$ cat config.mk
export PLATFORM = sky130hd
export DESIGN_NAME = idt_core
export DESIGN_NICKNAME = d
export VERILOG_FILES = /design/src/verilog/idt_pkg.sv /design/src/verilog/idt_shadow_mem.sv /design/src/verilog/idt_core.sv
export SDC_FILE = /design/constraint.sdc
export NUM_CORES = 1
export LEC_CHECK = 0
export ABC_AREA = 1
export BUFFER_PORTS_ARGS = -buffer_cell sky130_fd_sc_hd__buf_2
export CAP_MARGIN = 20
export CORE_MARGIN = 2
export CORE_UTILIZATION = 45
export CTS_BUF_LIST = sky130_fd_sc_hd__clkbuf_16
export DETAILED_ROUTE_END_ITERATION = 8
export PLACE_DENSITY = 0.69
export SLEW_MARGIN = 20
export SYNTH_ARGS = -nofsm -noshare
export SYNTH_HDL_FRONTEND = slang
export SYNTH_SLANG_ARGS = --single-unit
$ cat constraint.sdc
create_clock -name mclk_i -period 1.6 [get_ports mclk_i]
set_input_delay 0.16 -clock mclk_i [delete_from_list [all_inputs] [get_ports mclk_i]]
set_output_delay 0.16 -clock mclk_i [all_outputs]
set_load 0.03 [all_outputs]
$ cat src/verilog/idt_pkg.sv
// Constants, field layouts and decoded-instruction type for the decoder.
// Assumes 16-bit program words and a 32-bit Avalon-MM register master.
package idt_pkg;
  // ----------------------------------------------------------------
  // Register map (byte addresses) and reset values
  // ----------------------------------------------------------------
  localparam logic [4:0] OFF_CTRL = 5'h00;
  localparam logic [4:0] OFF_FLAGS = 5'h04;
  localparam logic [4:0] OFF_TBL_POINTER = 5'h08;
  localparam logic [4:0] OFF_BANK = 5'h0c;
  localparam logic [4:0] OFF_INFO = 5'h10;
  localparam logic [4:0] OFF_RETIRED = 5'h14;
  localparam int CTRL_EXT_BIT = 0;
  localparam logic [4:0] RST_FLAGS = 5'h00;
  localparam logic [20:0] RST_TBL_POINTER = 21'h0_0000;
  localparam logic [3:0] RST_BANK = 4'h0;
  localparam logic RST_EXT_EN = 1'b0;

  // ----------------------------------------------------------------
  // Instruction fields, flag layout and timing
  // ----------------------------------------------------------------
  localparam int POS_D = 9;
  localparam int POS_A = 8;
  localparam int POS_BIT = 9;
  localparam logic [3:0] WORD2_TAG = 4'hf;
  localparam logic [7:0] ACC_SPLIT = 8'h80;
  localparam logic [3:0] ACC_HI_BANK = 4'hf;
  localparam int FLG_C = 0;
  localparam int FLG_DIGIT = 1;
  localparam int FLG_Z = 2;
  localparam int FLG_OVF = 3;
  localparam int FLG_N = 4;
  localparam logic [4:0] FM_ALL = 5'h1f;
  localparam logic [4:0] FM_ZN = 5'h14;
  localparam logic [4:0] FM_CZN = 5'h15;
  localparam logic [4:0] FM_Z = 5'h04;
  localparam logic [4:0] FM_C = 5'h01;
  localparam int QUARTERS = 4;
  localparam logic [1:0] Q_LAST = 2'(QUARTERS - 1);

  typedef enum logic [1:0] {GRP_BYTE, GRP_BIT, GRP_LIT, GRP_CTRL} idt_grp_t;
  typedef enum logic [1:0] {TM_NONE, TM_POSTINC, TM_POSTDEC, TM_PREINC}
    idt_tmode_t;

  typedef struct packed {
    idt_grp_t grp;
    logic two_word;
    logic pc_chg;
    logic cond;
    logic has_d;
    logic tbl;
    logic tbl_wr;
    logic movlb;
    logic lfsr;
    logic fast;
    logic call;
    logic ret;
    logic ext;
    idt_tmode_t tmode;
    logic [4:0] fmask;
    logic [1:0] ptr;
    logic [19:0] lit;
  } idt_dec_t;
endpackage

$ cat src/verilog/idt_shadow_mem.sv
// Small register file holding fast-mode shadow copies.
// Assumes one writer and registered read data one clock after the address.
module idt_shadow_mem #(
  parameter int W = 17, // Bits per entry.
  parameter int D = 1 // Number of entries.
) (
  input wire logic mclk_i, // Core clock.
  input wire logic rstn_i, // Asynchronous reset, active low.
  input wire logic we_i, // Write strobe.
  input wire logic [((D > 1) ? $clog2(D) : 1)-1:0] waddr_i, // Write index.
  input wire logic [W-1:0] wdata_i, // Write data.
  input wire logic [((D > 1) ? $clog2(D) : 1)-1:0] raddr_i, // Read index.
  output logic [W-1:0] rdata_o // Registered read data.
);
  // ----------------------------------------------------------------
  // Storage
  // ----------------------------------------------------------------
  logic [W-1:0] mem_reg [D];

  // Entries clear at reset so a restore before any save is defined.
  always_ff @(posedge mclk_i or negedge rstn_i) begin
    if (!rstn_i) begin
      for (int i = 0; i < D; i++) begin
        mem_reg[i] <= '0;
      end
      rdata_o <= '0;
    end else begin
      if (we_i) begin
        mem_reg[waddr_i] <= wdata_i;
      end
      rdata_o <= mem_reg[raddr_i];
    end
  end
endmodule

$ cat src/verilog/idt_core.sv
// Instruction decode and cycle timing for an 8-bit core, with registers.
// Assumes program words and datapath inputs synchronous to mclk_i.
module idt_core #(
  parameter int SHADOW_DEPTH = 1 // Shadow memory entries; only entry 0 is ever written or read.
) (
  input wire logic mclk_i, // Core clock, 125 MHz.
  input wire logic rstn_i, // Asynchronous reset, active low.
  input wire logic [4:0] address_i, // Avalon byte address.
  input wire logic read_i, // Avalon read.
  input wire logic write_i, // Avalon write.
  input wire logic [3:0] byteenable_i, // Avalon byte lanes.
  input wire logic [31:0] writedata_i, // Avalon write data.
  output logic [31:0] readdata_o, // Avalon read data.
  output logic waitrequest_o, // Avalon stall.
  input wire logic [15:0] instr_word_i, // Program word.
  input wire logic instr_valid_i, // Program word present.
  output logic instr_ready_o, // Program word taken.
  input wire logic cond_true_i, // Conditional test outcome.
  input wire logic [4:0] alu_flags_i, // Flags from the ALU.
  input wire logic [7:0] working_accumulator_i, // Accumulator value.
  output logic [1:0] q_phase_o, // Quarter within a cycle.
  output logic [1:0] state_o, // Cycle kind.
  output logic [1:0] group_o, // Instruction group.
  output logic dest_file_o, // Result to file register.
  output logic access_bank_o, // Bank select in use.
  output logic [7:0] file_addr_o, // Short file field.
  output logic [11:0] ram_addr_o, // Effective RAM address.
  output logic [2:0] bit_num_o, // Bit number.
  output logic [11:0] src_addr_o, // Move source.
  output logic [11:0] dst_addr_o, // Move destination.
  output logic [19:0] literal_o, // Literal or branch field.
  output logic [1:0] pointer_sel_o, // Indirect pointer number.
  output logic fast_o, // Fast mode selector.
  output logic retire_o, // Instruction completed.
  output logic [4:0] flags_o, // Status flags.
  output logic [3:0] bank_select_register_o, // Bank select.
  output logic [20:0] table_pointer_o, // Table pointer.
  output logic tbl_stb_o, // Table access pulse.
  output logic tbl_write_o, // Table access is a write.
  output logic [20:0] tbl_addr_o, // Table access address.
  output logic shadow_restore_o, // Shadow restore pulse.
  output logic [7:0] shadow_acc_o // Saved accumulator.
);
  typedef enum logic [1:0] {ST_IDLE, ST_EXEC, ST_WORD2, ST_NOP} idt_st_t;

  typedef struct packed {
    logic [1:0] q;
    idt_st_t st;
    logic [15:0] w1;
    idt_pkg::idt_dec_t dec;
    logic [11:0] ram_addr;
    logic [11:0] src;
    logic [11:0] dst;
    logic [4:0] flags;
    logic [20:0] table_pointer;
    logic [20:0] tbl_addr;
    logic tbl_stb;
    logic tbl_wr;
    logic [3:0] bank;
    logic ext_en;
    logic ack;
    logic [31:0] rdata;
    logic [31:0] retired;
    logic retire;
    logic restore;
    logic [1:0] cyc;
  } idt_state_t;

  idt_state_t s_reg;
  idt_state_t s_next;
  logic sh_we;
  logic [16:0] sh_wdata;
  logic [16:0] sh_rdata;

  // ----------------------------------------------------------------
  // Helper functions
  // ----------------------------------------------------------------
  // Lane-wise merge of a bus write into a register image.
  function automatic logic [31:0] be_merge(input logic [31:0] old,
    input logic [31:0] wd, input logic [3:0] be);
    logic [31:0] r;
    r = old;
    for (int i = 0; i < 4; i++) begin
      if (be[i]) begin
        r[8*i +: 8] = wd[8*i +: 8];
      end
    end
    return r;
  endfunction

  function automatic logic [11:0] eff_addr(input logic a,
    input logic [7:0] f, input logic [3:0] bank);
    logic [11:0] r;
    if (a) begin
      r = {bank, f};
    end else if (f < idt_pkg::ACC_SPLIT) begin
      r = {4'h0, f};
    end else begin
      r = {idt_pkg::ACC_HI_BANK, f};
    end
    return r;
  endfunction

  // First-word decode; unknown words and stray second words decode as
  // a plain one-cycle no-op so the fetch stream never stalls on them.
  function automatic idt_pkg::idt_dec_t decode(input logic [15:0] w,
    input logic ext);
    idt_pkg::idt_dec_t d;
    d = '0;
    d.lit = {12'h000, w[7:0]};
    case (w[15:12])
      4'h0: begin
        if (w[11:8] == 4'h0) begin
          d.grp = idt_pkg::GRP_CTRL;
          casez (w[7:0])
            8'b0000_0111: d.fmask = idt_pkg::FM_C;
            8'b0000_1???: begin
              d.tbl = 1'b1;
              d.tbl_wr = w[2];
              d.tmode = idt_pkg::idt_tmode_t'(w[1:0]);
            end
            8'b0001_00??: begin
              d.ret = 1'b1;
              d.pc_chg = 1'b1;
              d.fast = w[0];
            end
            8'b0001_0100: begin
              d.ext = ext;
              d.pc_chg = ext;
            end
            8'b1111_1111: d.pc_chg = 1'b1;
            default: d.ext = 1'b0;
          endcase
        end else if (w[11:8] == 4'h1) begin
          d.grp = idt_pkg::GRP_LIT;
          d.movlb = 1'b1;
          d.lit = {16'h0000, w[3:0]};
        end else if (w[11]) begin
          d.grp = idt_pkg::GRP_LIT;
          d.pc_chg = (w[10:8] == 3'h4);
          if (w[11:8] == 4'h8 || w[11:8] == 4'hf) begin
            d.fmask = idt_pkg::FM_ALL;
          end else if (w[11:10] == 2'b10 || w[11:8] == 4'hb) begin
            d.fmask = idt_pkg::FM_ZN;
          end
        end else begin
          d.has_d = (w[11:10] == 2'b01);
          d.fmask = d.has_d ? idt_pkg::FM_ALL : 5'h00;
        end
      end
      4'h1, 4'h2, 4'h3, 4'h4, 4'h5, 4'h6: begin
        d.grp = idt_pkg::GRP_BYTE;
        d.has_d = (w[15:12] != 4'h6);
        casez (w[15:10])
          6'b0001_??, 6'b0100_0?, 6'b0101_00: d.fmask = idt_pkg::FM_ZN;
          6'b0010_0?, 6'b0010_10, 6'b0101_??: d.fmask = idt_pkg::FM_ALL;
          6'b0011_0?: d.fmask = idt_pkg::FM_CZN;
          6'b0010_11, 6'b0011_11, 6'b0100_1?: d.cond = 1'b1;
          6'b0110_0?: d.cond = ~w[10] | ~w[9];
          6'b0110_10: d.fmask = w[9] ? 5'h00 : idt_pkg::FM_Z;
          6'b0110_11: d.fmask = w[9] ? 5'h00 : idt_pkg::FM_ALL;
          default: d.fmask = 5'h00;
        endcase
      end
      4'h7, 4'h8, 4'h9, 4'ha, 4'hb: begin
        d.grp = idt_pkg::GRP_BIT;
        d.cond = (w[15:13] == 3'b101);
      end
      4'hc: begin
        d.grp = idt_pkg::GRP_BYTE;
        d.two_word = 1'b1;
      end
      4'hd: begin
        d.grp = idt_pkg::GRP_CTRL;
        d.pc_chg = 1'b1;
        d.call = w[11];
        d.lit = {9'h000, w[10:0]};
      end
      4'he: begin
        d.grp = idt_pkg::GRP_CTRL;
        if (!w[11]) begin
          d.cond = 1'b1;
        end else if (w[10:9] == 2'b00 || w[10:8] == 3'h3) begin
          d.ext = ext;
        end else if (w[10:9] == 2'b10) begin
          d.two_word = 1'b1;
          d.call = 1'b1;
          d.pc_chg = 1'b1;
          d.fast = w[8];
        end else if (w[8]) begin
          d.two_word = 1'b1;
          d.pc_chg = 1'b1;
        end else if (w[10:9] == 2'b11) begin
          d.grp = idt_pkg::GRP_LIT;
          d.two_word = 1'b1;
          d.lfsr = 1'b1;
          d.ptr = w[5:4];
        end
      end
      default: d.grp = idt_pkg::GRP_CTRL;
    endcase
    return d;
  endfunction

  // ----------------------------------------------------------------
  // Shadow store
  // ----------------------------------------------------------------
  assign sh_wdata = {working_accumulator_i, s_reg.flags, s_reg.bank};

  idt_shadow_mem #(
    .W(17),
    .D(SHADOW_DEPTH)
  ) u_shadow (
    .mclk_i(mclk_i),
    .rstn_i(rstn_i),
    .we_i(sh_we),
    .waddr_i('0),
    .wdata_i(sh_wdata),
    .raddr_i('0),
    .rdata_o(sh_rdata)
  );

  // ----------------------------------------------------------------
  // Next-state logic
  // ----------------------------------------------------------------
  logic bnd;
  logic need_nop;
  logic done;
  logic req;

  // Bus writes are applied first so hardware updates in the same cycle
  // take priority over software.
  always_comb begin
    s_next = s_reg;
    s_next.retire = 1'b0;
    s_next.restore = 1'b0;
    s_next.tbl_stb = 1'b0;
    sh_we = 1'b0;
    req = read_i | write_i;
    s_next.ack = req & ~s_reg.ack;
    if (read_i && !s_reg.ack) begin
      if (address_i == idt_pkg::OFF_CTRL) begin
        s_next.rdata = {31'h0000_0000, s_reg.ext_en};
      end else if (address_i == idt_pkg::OFF_FLAGS) begin
        s_next.rdata = {27'h000_0000, s_reg.flags};
      end else if (address_i == idt_pkg::OFF_TBL_POINTER) begin
        s_next.rdata = {11'h000, s_reg.table_pointer};
      end else if (address_i == idt_pkg::OFF_BANK) begin
        s_next.rdata = {28'h000_0000, s_reg.bank};
      end else if (address_i == idt_pkg::OFF_INFO) begin
        s_next.rdata = {11'h000, s_reg.ext_en, s_reg.cyc,
          s_reg.dec.grp, s_reg.w1};
      end else if (address_i == idt_pkg::OFF_RETIRED) begin
        s_next.rdata = s_reg.retired;
      end else begin
        s_next.rdata = 32'h0000_0000;
      end
    end
    if (write_i && s_reg.ack) begin
      if (address_i == idt_pkg::OFF_CTRL) begin
        if (byteenable_i[0]) begin
          s_next.ext_en = writedata_i[idt_pkg::CTRL_EXT_BIT];
        end
      end else if (address_i == idt_pkg::OFF_FLAGS) begin
        s_next.flags = 5'(be_merge({27'h000_0000, s_reg.flags},
          writedata_i, byteenable_i));
      end else if (address_i == idt_pkg::OFF_TBL_POINTER) begin
        s_next.table_pointer = 21'(be_merge({11'h000, s_reg.table_pointer},
          writedata_i, byteenable_i));
      end else if (address_i == idt_pkg::OFF_BANK) begin
        s_next.bank = 4'(be_merge({28'h000_0000, s_reg.bank},
          writedata_i, byteenable_i));
      end
    end

    s_next.q = s_reg.q + 2'h1;
    bnd = (s_reg.q == idt_pkg::Q_LAST);
    need_nop = s_reg.dec.pc_chg | (s_reg.dec.cond & cond_true_i);
    done = bnd && ((s_reg.st == ST_EXEC && !s_reg.dec.two_word)
      || s_reg.st == ST_WORD2);
    instr_ready_o = bnd && (s_reg.st != ST_EXEC || s_reg.dec.two_word
      || !need_nop);

    if (bnd) begin
      case (s_reg.st)
        ST_EXEC: begin
          if (s_reg.dec.two_word) begin
            s_next.st = instr_valid_i ? ST_WORD2 : ST_EXEC;
          end else if (need_nop) begin
            s_next.st = ST_NOP;
          end else begin
            s_next.st = instr_valid_i ? ST_EXEC : ST_IDLE;
          end
        end
        default: s_next.st = instr_valid_i ? ST_EXEC : ST_IDLE;
      endcase
    end

    if (instr_ready_o && instr_valid_i) begin
      if (s_reg.st == ST_EXEC && s_reg.dec.two_word) begin
        s_next.dst = instr_word_i[11:0];
        if (s_reg.dec.lfsr) begin
          s_next.dec.lit = {8'h00, s_reg.w1[3:0], instr_word_i[7:0]};
        end else if (s_reg.dec.pc_chg) begin
          s_next.dec.lit = {instr_word_i[11:0], s_reg.w1[7:0]};
        end
      end else begin
        s_next.w1 = instr_word_i;
        s_next.dec = decode(instr_word_i, s_reg.ext_en);
        s_next.ram_addr = eff_addr(instr_word_i[idt_pkg::POS_A],
          instr_word_i[7:0], s_next.bank);
        s_next.src = instr_word_i[11:0];
      end
    end

    if (done) begin
      s_next.retire = 1'b1;
      s_next.retired = s_reg.retired + 32'h0000_0001;
      s_next.cyc = (s_reg.st == ST_WORD2 || need_nop) ? 2'h2 : 2'h1;
      s_next.flags = (s_next.flags & ~s_reg.dec.fmask)
        | (alu_flags_i & s_reg.dec.fmask);
      if (s_reg.dec.movlb) begin
        s_next.bank = s_reg.dec.lit[3:0];
      end
      if (s_reg.dec.tbl) begin
        s_next.tbl_stb = 1'b1;
        // Direction is latched with the strobe so a word taken at the
        // same edge cannot change it under the pulse.
        s_next.tbl_wr = s_reg.dec.tbl_wr;
        case (s_reg.dec.tmode)
          idt_pkg::TM_POSTINC: begin
            s_next.tbl_addr = s_reg.table_pointer;
            s_next.table_pointer = s_reg.table_pointer + 21'h0_0001;
          end
          idt_pkg::TM_POSTDEC: begin
            s_next.tbl_addr = s_reg.table_pointer;
            s_next.table_pointer = s_reg.table_pointer - 21'h0_0001;
          end
          idt_pkg::TM_PREINC: begin
            s_next.tbl_addr = s_reg.table_pointer + 21'h0_0001;
            s_next.table_pointer = s_reg.table_pointer + 21'h0_0001;
          end
          default: s_next.tbl_addr = s_reg.table_pointer;
        endcase
      end
      if (s_reg.dec.call && s_reg.dec.fast && s_reg.dec.two_word) begin
        sh_we = 1'b1;
      end
      if (s_reg.dec.ret && s_reg.dec.fast) begin
        s_next.restore = 1'b1;
        s_next.flags = sh_rdata[8:4];
        s_next.bank = sh_rdata[3:0];
      end
    end
  end

  // State register; every field runs on every clock edge.
  always_ff @(posedge mclk_i or negedge rstn_i) begin
    if (!rstn_i) begin
      s_reg <= '0;
      s_reg.flags <= idt_pkg::RST_FLAGS;
      s_reg.table_pointer <= idt_pkg::RST_TBL_POINTER;
      s_reg.bank <= idt_pkg::RST_BANK;
      s_reg.ext_en <= idt_pkg::RST_EXT_EN;
    end else begin
      s_reg <= s_next;
    end
  end

  // ----------------------------------------------------------------
  // Outputs
  // ----------------------------------------------------------------
  // destination select out
  assign dest_file_o = s_reg.dec.has_d & s_reg.w1[idt_pkg::POS_D];
  assign access_bank_o = s_reg.w1[idt_pkg::POS_A];
  assign file_addr_o = s_reg.w1[7:0];
  assign bit_num_o = s_reg.w1[idt_pkg::POS_BIT +: 3];
  assign ram_addr_o = s_reg.ram_addr;
  assign src_addr_o = s_reg.src;
  assign dst_addr_o = s_reg.dst;
  assign literal_o = s_reg.dec.lit;
  assign pointer_sel_o = s_reg.dec.ptr;
  assign fast_o = s_reg.dec.fast;
  assign group_o = s_reg.dec.grp;
  assign q_phase_o = s_reg.q;
  assign state_o = s_reg.st;
  assign retire_o = s_reg.retire;
  assign flags_o = s_reg.flags;
  assign bank_select_register_o = s_reg.bank;
  assign table_pointer_o = s_reg.table_pointer;
  assign tbl_stb_o = s_reg.tbl_stb;
  assign tbl_write_o = s_reg.tbl_wr;
  assign tbl_addr_o = s_reg.tbl_addr;
  assign shadow_restore_o = s_reg.restore;
  assign shadow_acc_o = sh_rdata[16:9];
  assign readdata_o = s_reg.rdata;
  assign waitrequest_o = req & ~s_reg.ack;
endmodule

Word-level counts from Yosys, hierarchy flattened. Cells that the tools add are included.

Flip-flop bits (word level): 255. Bits of input ports: 76. Logic and storage cells: 262.

$add $sub $neg: 4. Magnitude comparators: 1. Equal/unequal tests: 55. Muxes and demuxes: 114. Bitwise gates (word level): 14. Reductions and logical operators: 37.

Operators by type and width (count): 32-bit two-way mux (6); 5-bit two-way mux (13); 21-bit two-way mux (3); 20-bit two-way mux (3); 53-bit two-way mux (1); 26-bit two-way mux (2); 4-bit two-way mux (11); 44-bit two-way mux (1); 2-bit two-way mux (21); 21-bit case mux with 2 select lines (1); 4-bit == test (second input constant) (10); 20-bit case mux with 2 select lines (1); 32-bit by 1-bit adder with 32-bit output (second input constant) (1); 8-bit two-way mux (4); 1-bit two-way mux (30); 5-bit by 4-bit == test with 1-bit output (second input constant) (5); 12-bit two-way mux (2); 21-bit by 1-bit adder with 21-bit output (second input constant) (1); 21-bit by 1-bit subtractor with 21-bit output (second input constant) (1); 5-bit case mux with 4 select lines (1); 6-bit by 4-bit == test with 1-bit output (second input constant) (3); 6-bit by 5-bit == test with 1-bit output (second input constant) (3); 4-bit by 3-bit == test with 1-bit output (second input constant) (4); 5-bit by 3-bit == test with 1-bit output (second input constant) (3); other kinds (41) (94).

Logic depth before layout (Yosys ltp).
Depth in word-level cells: 9. Mapped depth: 11. Depth with buffers taken out: 11.

Cells and area by module. A second synthesis with hierarchy kept.

Cell total of the unflattened synthesis: 2001. Area, all modules: 14401.3 um^2.

By module, submodules not included: idt_core (instances 1, cells an instance 1910, area an instance 13261.5 um^2); idt_shadow_mem (instances 1, cells an instance 91, area an instance 1139.8 um^2).

Worst setup path before layout. Ideal clock, no wire load.

Kind: flip-flop to flip-flop. Start point: register s_reg (netlist bit q_phase_o[0]). End point: register s_reg (netlist bit dst_addr_o[4]). Arrival: 1525 ps. Path slack: -53 ps. Cell stages (with the launch flop): 7. Path buffers: 1. Clock period less this slack: 1653 ps. Cells stage by stage: dfrtp_1 ha_1 inv_2 nor2_4 nand2_1 buf_2 mux2_1.

Word-level cells in the longest chain between the ends: 4.

Ends and longest elaborated chain: from (decl) (line idt_core.sv:69) `idt_state_t s_reg;`; from (signal assigned) (line idt_core.sv:366) `s_reg <= s_next;`; 2-bit == test (line idt_core.sv:277) `bnd = (s_reg.q == idt_pkg::Q_LAST);`; 1-bit logical AND (line idt_core.sv:281) `instr_ready_o = bnd && (s_reg.st != ST_EXEC || s_reg.dec.two_word`; via instr_ready_o (line idt_core.sv:17) `output logic instr_ready_o,`; 1-bit logical AND (line idt_core.sv:299) `if (instr_ready_o && instr_valid_i) begin`; 2-bit AND reduction (no source line).

The timed path passes the listed nets, and every way through them passes these cells. A chain may end at the register's enable or synchronous reset.

Worst setup path after layout.
Start point: register s_reg (netlist bit state_o[0]). End point: register u_shadow.mem_reg[9] (netlist bit).

Word-level cells in the longest chain between the ends: 5. Elaborated cells between the ends (all ways): 6. Those cells by class: eq/ne (2); mux (1); reduce/logical (3).

Ends and longest elaborated chain: 2-bit by 1-bit == test with 1-bit output (line idt_core.sv:279) `done = bnd && ((s_reg.st == ST_EXEC && !s_reg.dec.two_word)`; 1-bit logical AND (line idt_core.sv:279); 1-bit logical OR (*) (line idt_core.sv:280) `|| s_reg.st == ST_WORD2);`; 1-bit logical AND (*) (line idt_core.sv:279); 1-bit two-way mux (*) (line idt_core.sv:316) `if (done) begin`; to (signal, indexed assignment) (line idt_shadow_mem.sv:29) `mem_reg[waddr_i] <= wdata_i;`; to (decl) (line idt_shadow_mem.sv:18) `logic [W-1:0] mem_reg [D];`.

Mark *: on every way between the ends. The rest lies on a longest branch, timed or not.

==> results.toml <==
[layout]
nFillCells = 2822
final_cell_mix = "nand2_1 (564), buf_2 (235), dfrtp_1 (226)"
design_area_um2 = 18700
fin_cells = 2698
area_growth_pct = 30.9
final_net_count = 2354
largest_reg_flops = 56
fin_util_pct = 59.6
drive_gt1_share_pct = 31.1
final_common_cell = "nand2_1"

[worst_setup_path]
endpoint_kind = "flop"
required_ns = 2.04
r2r_start = "state_o[0]"
worstSetupStartpointType = "flop"
crit_path_start = "state_o[0]"
arrival_ns = 2.18
crit_fanout = 17
worstSetupPathType = "reg2reg"

[timing]
hold_viol_final = 0
slew_violations = 0
period_share_pct = 108
fin_crit_ns = 1.73
worst_slew_margin_rel_pct = 63.4
skew_ns = 0.0198
fin_setup_tns_ns = -7.55
grt_setup_unrepaired = "yes"
worstMarginPinSlew_ns = 0.544
max_freq_mhz = 577
setup_viol = 128
fin_ws_ns = -0.135

[route]
m1WireLength_um = 20600
initialDrtViolationCount = 1042
drtPass1Iterations = 6
wl_per_cell_um = 18.3
highest_layer = "met5"
vias = 14400
routed_via_density = 5.33
wl_um = 49400
route.detailed.drc = 0
ant_nets = 0
route.met3.wl_um = 3380
wl_met2_um = 23600

[synth]
syn_area_um2 = 14300
avgSynthCellArea_um2 = 7.21
ys_warn_count = 0
synth_edf_count = 0
async_reset_ff_share_pct = 100
synth-seq-cells = 234
syn_inst = 1981
ys.flop_type = "dfrtp_1"
synth_nets = 2061
synth_seq_area_share_pct = 41.0
ys_types = 50

[place]
dp_cells = 2552
io_buffer_count = 238
place.gp.congestion = 0.977
place_hpwl_um = 35000
place_area_um2 = 15800
dp_slack_ns = -0.0874

[clock_tree]
cts-buffers-inserted = 27
clock-sinks = 234
h-tree-depth = 1
clk_pin_slew_ns = 0.06
insertion_delay_ns = 0.57
cts_root_buf = "clkbuf_16"
max-clock-path-buffers = 3
cts_tree = "yes"

[floorplanning]
fp.dieW_um = 182
fp.dieH_um = 182
io_pins = 251
die_area_um2 = 33200
start_util_pct = 45.5
fp-row-count = 65
coreArea_um2 = 31400

[global_routing]
antenna_found_initial = 3
grt_usage_pct = 28.3
grt_overflow = 0
grt_pass1_vias = 13800
grt_start_max_net_pins = 58
grt_pass1_wl_um = 74500

[run_status]
violations = "setup timing"
status = "complete, but fails checks"

[power_and_ir_drop]
ir_drop_mv = 1.13
power_per_cell_area_nw_per_um2 = 1110
p_leak_nw = 9.42

[min_path]
hp-class = "in2reg"
hp-start = "writedata_i[10]"

[run]
maxCapViolations = 0
-- timing repair --
| action | in CTS | in global routing |
|---|---|---|
| endpoints found under the hold margin | 306 | 0 |
| pin swaps | 13 | 33 |
| buffers inserted | 12 | 20 |
| gates resized for setup | 102 | 241 |
| hold buffers | 50 | 0 |
| gates cloned | 4 | 14 |
| endpoints found under the setup margin | 63 | 164 |
-- per-stage QoR --
stage	hold WS, ns	total power, mW
after floorplan	-0.136	12.5
after global placement	0.0748	13.8
after detailed placement	0.0707	13.9
after CTS	0.0128	20.3
after global routing	0.0485	21.6
final	0.0280	20.7
-- layout make-up --
type	count	area (um2)	share of cell area (%)
antenna	2	5.00	0.0268
timing repair inverter	2	11.3	0.0602
inverter	168	652	3.49
multi-input combinational	1344	7010	37.5
timing repair buffer	497	3790	20.3
clock buffer	27	676	3.61
tap	402	503	2.69
clock inverter	22	183	0.977
sequential	234	5870	31.4
-- synthesized netlist by cell type (18+ instances only) --
library cell / instances / area (um2)
a21oi_1: 51 / 255
inv_1: 158 / 593
o21ai_1: 40 / 200
buf_2: 31 / 155
nand2_1: 623 / 2340
dfrtp_1: 234 / 5860
clkbuf_1: 26 / 97.6
buf_4: 173 / 1300
nor2_1: 177 / 664
xor2_1: 18 / 158
nand3_1: 130 / 651
nor3_1: 20 / 100
o21ai_0: 147 / 736
-- power breakdown --
part / switching, mW / internal, mW / leakage [nW]
sequential: 0.807 / 6.76 / 2.95
clock: 2.55 / 3.54 / 0.453
combinational: 4.74 / 2.32 / 6.01
-- per-layer routing --
metal | vias up | global-route usage, %
met5 | - | 0
met4 | 2 | 9.45
met3 | 112 | 4.15
met2 | 606 | 47.9
met1 | 6879 | 37.3
li1 | 6780 | -
-- worst paths after layout --
path	end	slack, ns	cells past startpoint
setup / recovery	u_shadow.mem_reg[9]	-0.13	10
hold / removal	table_pointer_o[10]	0.03	5
setup reg to reg	u_shadow.mem_reg[9]	-0.13	10
hold reg to reg	u_shadow.rdata_o[14]	0.38	0
max in group asynchronous	literal_o[5]	0.90	3
min in group asynchronous	table_pointer_o[0]	0.09	2
-- critical path, cell delays in order, from the launching register on --
cell and delay, ns:
dfrtp_1 0.36, inv_2 0.06, nor2_4 0.13, nand2_4 0.08
buf_6 0.13, a21oi_4 0.16, buf_4 0.14, nand4_4 0.17
buf_12 0.22, nand2_1 0.07, o21ai_1 0.07
-- logic make-up (layout without fill, tap and decap cells) --
kind of cell	count (synthesis)	count (layout)	share of synthesized area, %
other	0	2	0
adder cells (fa/ha/maj)	4	4	0.350
XOR/XNOR	20	20	1.23
flip-flops	234	234	41.0
AND/OR/NAND/NOR	1020	1021	30.1
multiplexers	3	3	0.237
buffers and inverters	404	716	15.7
AO/OA/AOI/OAI	296	296	11.4
(Power assumes the default switching activity.)
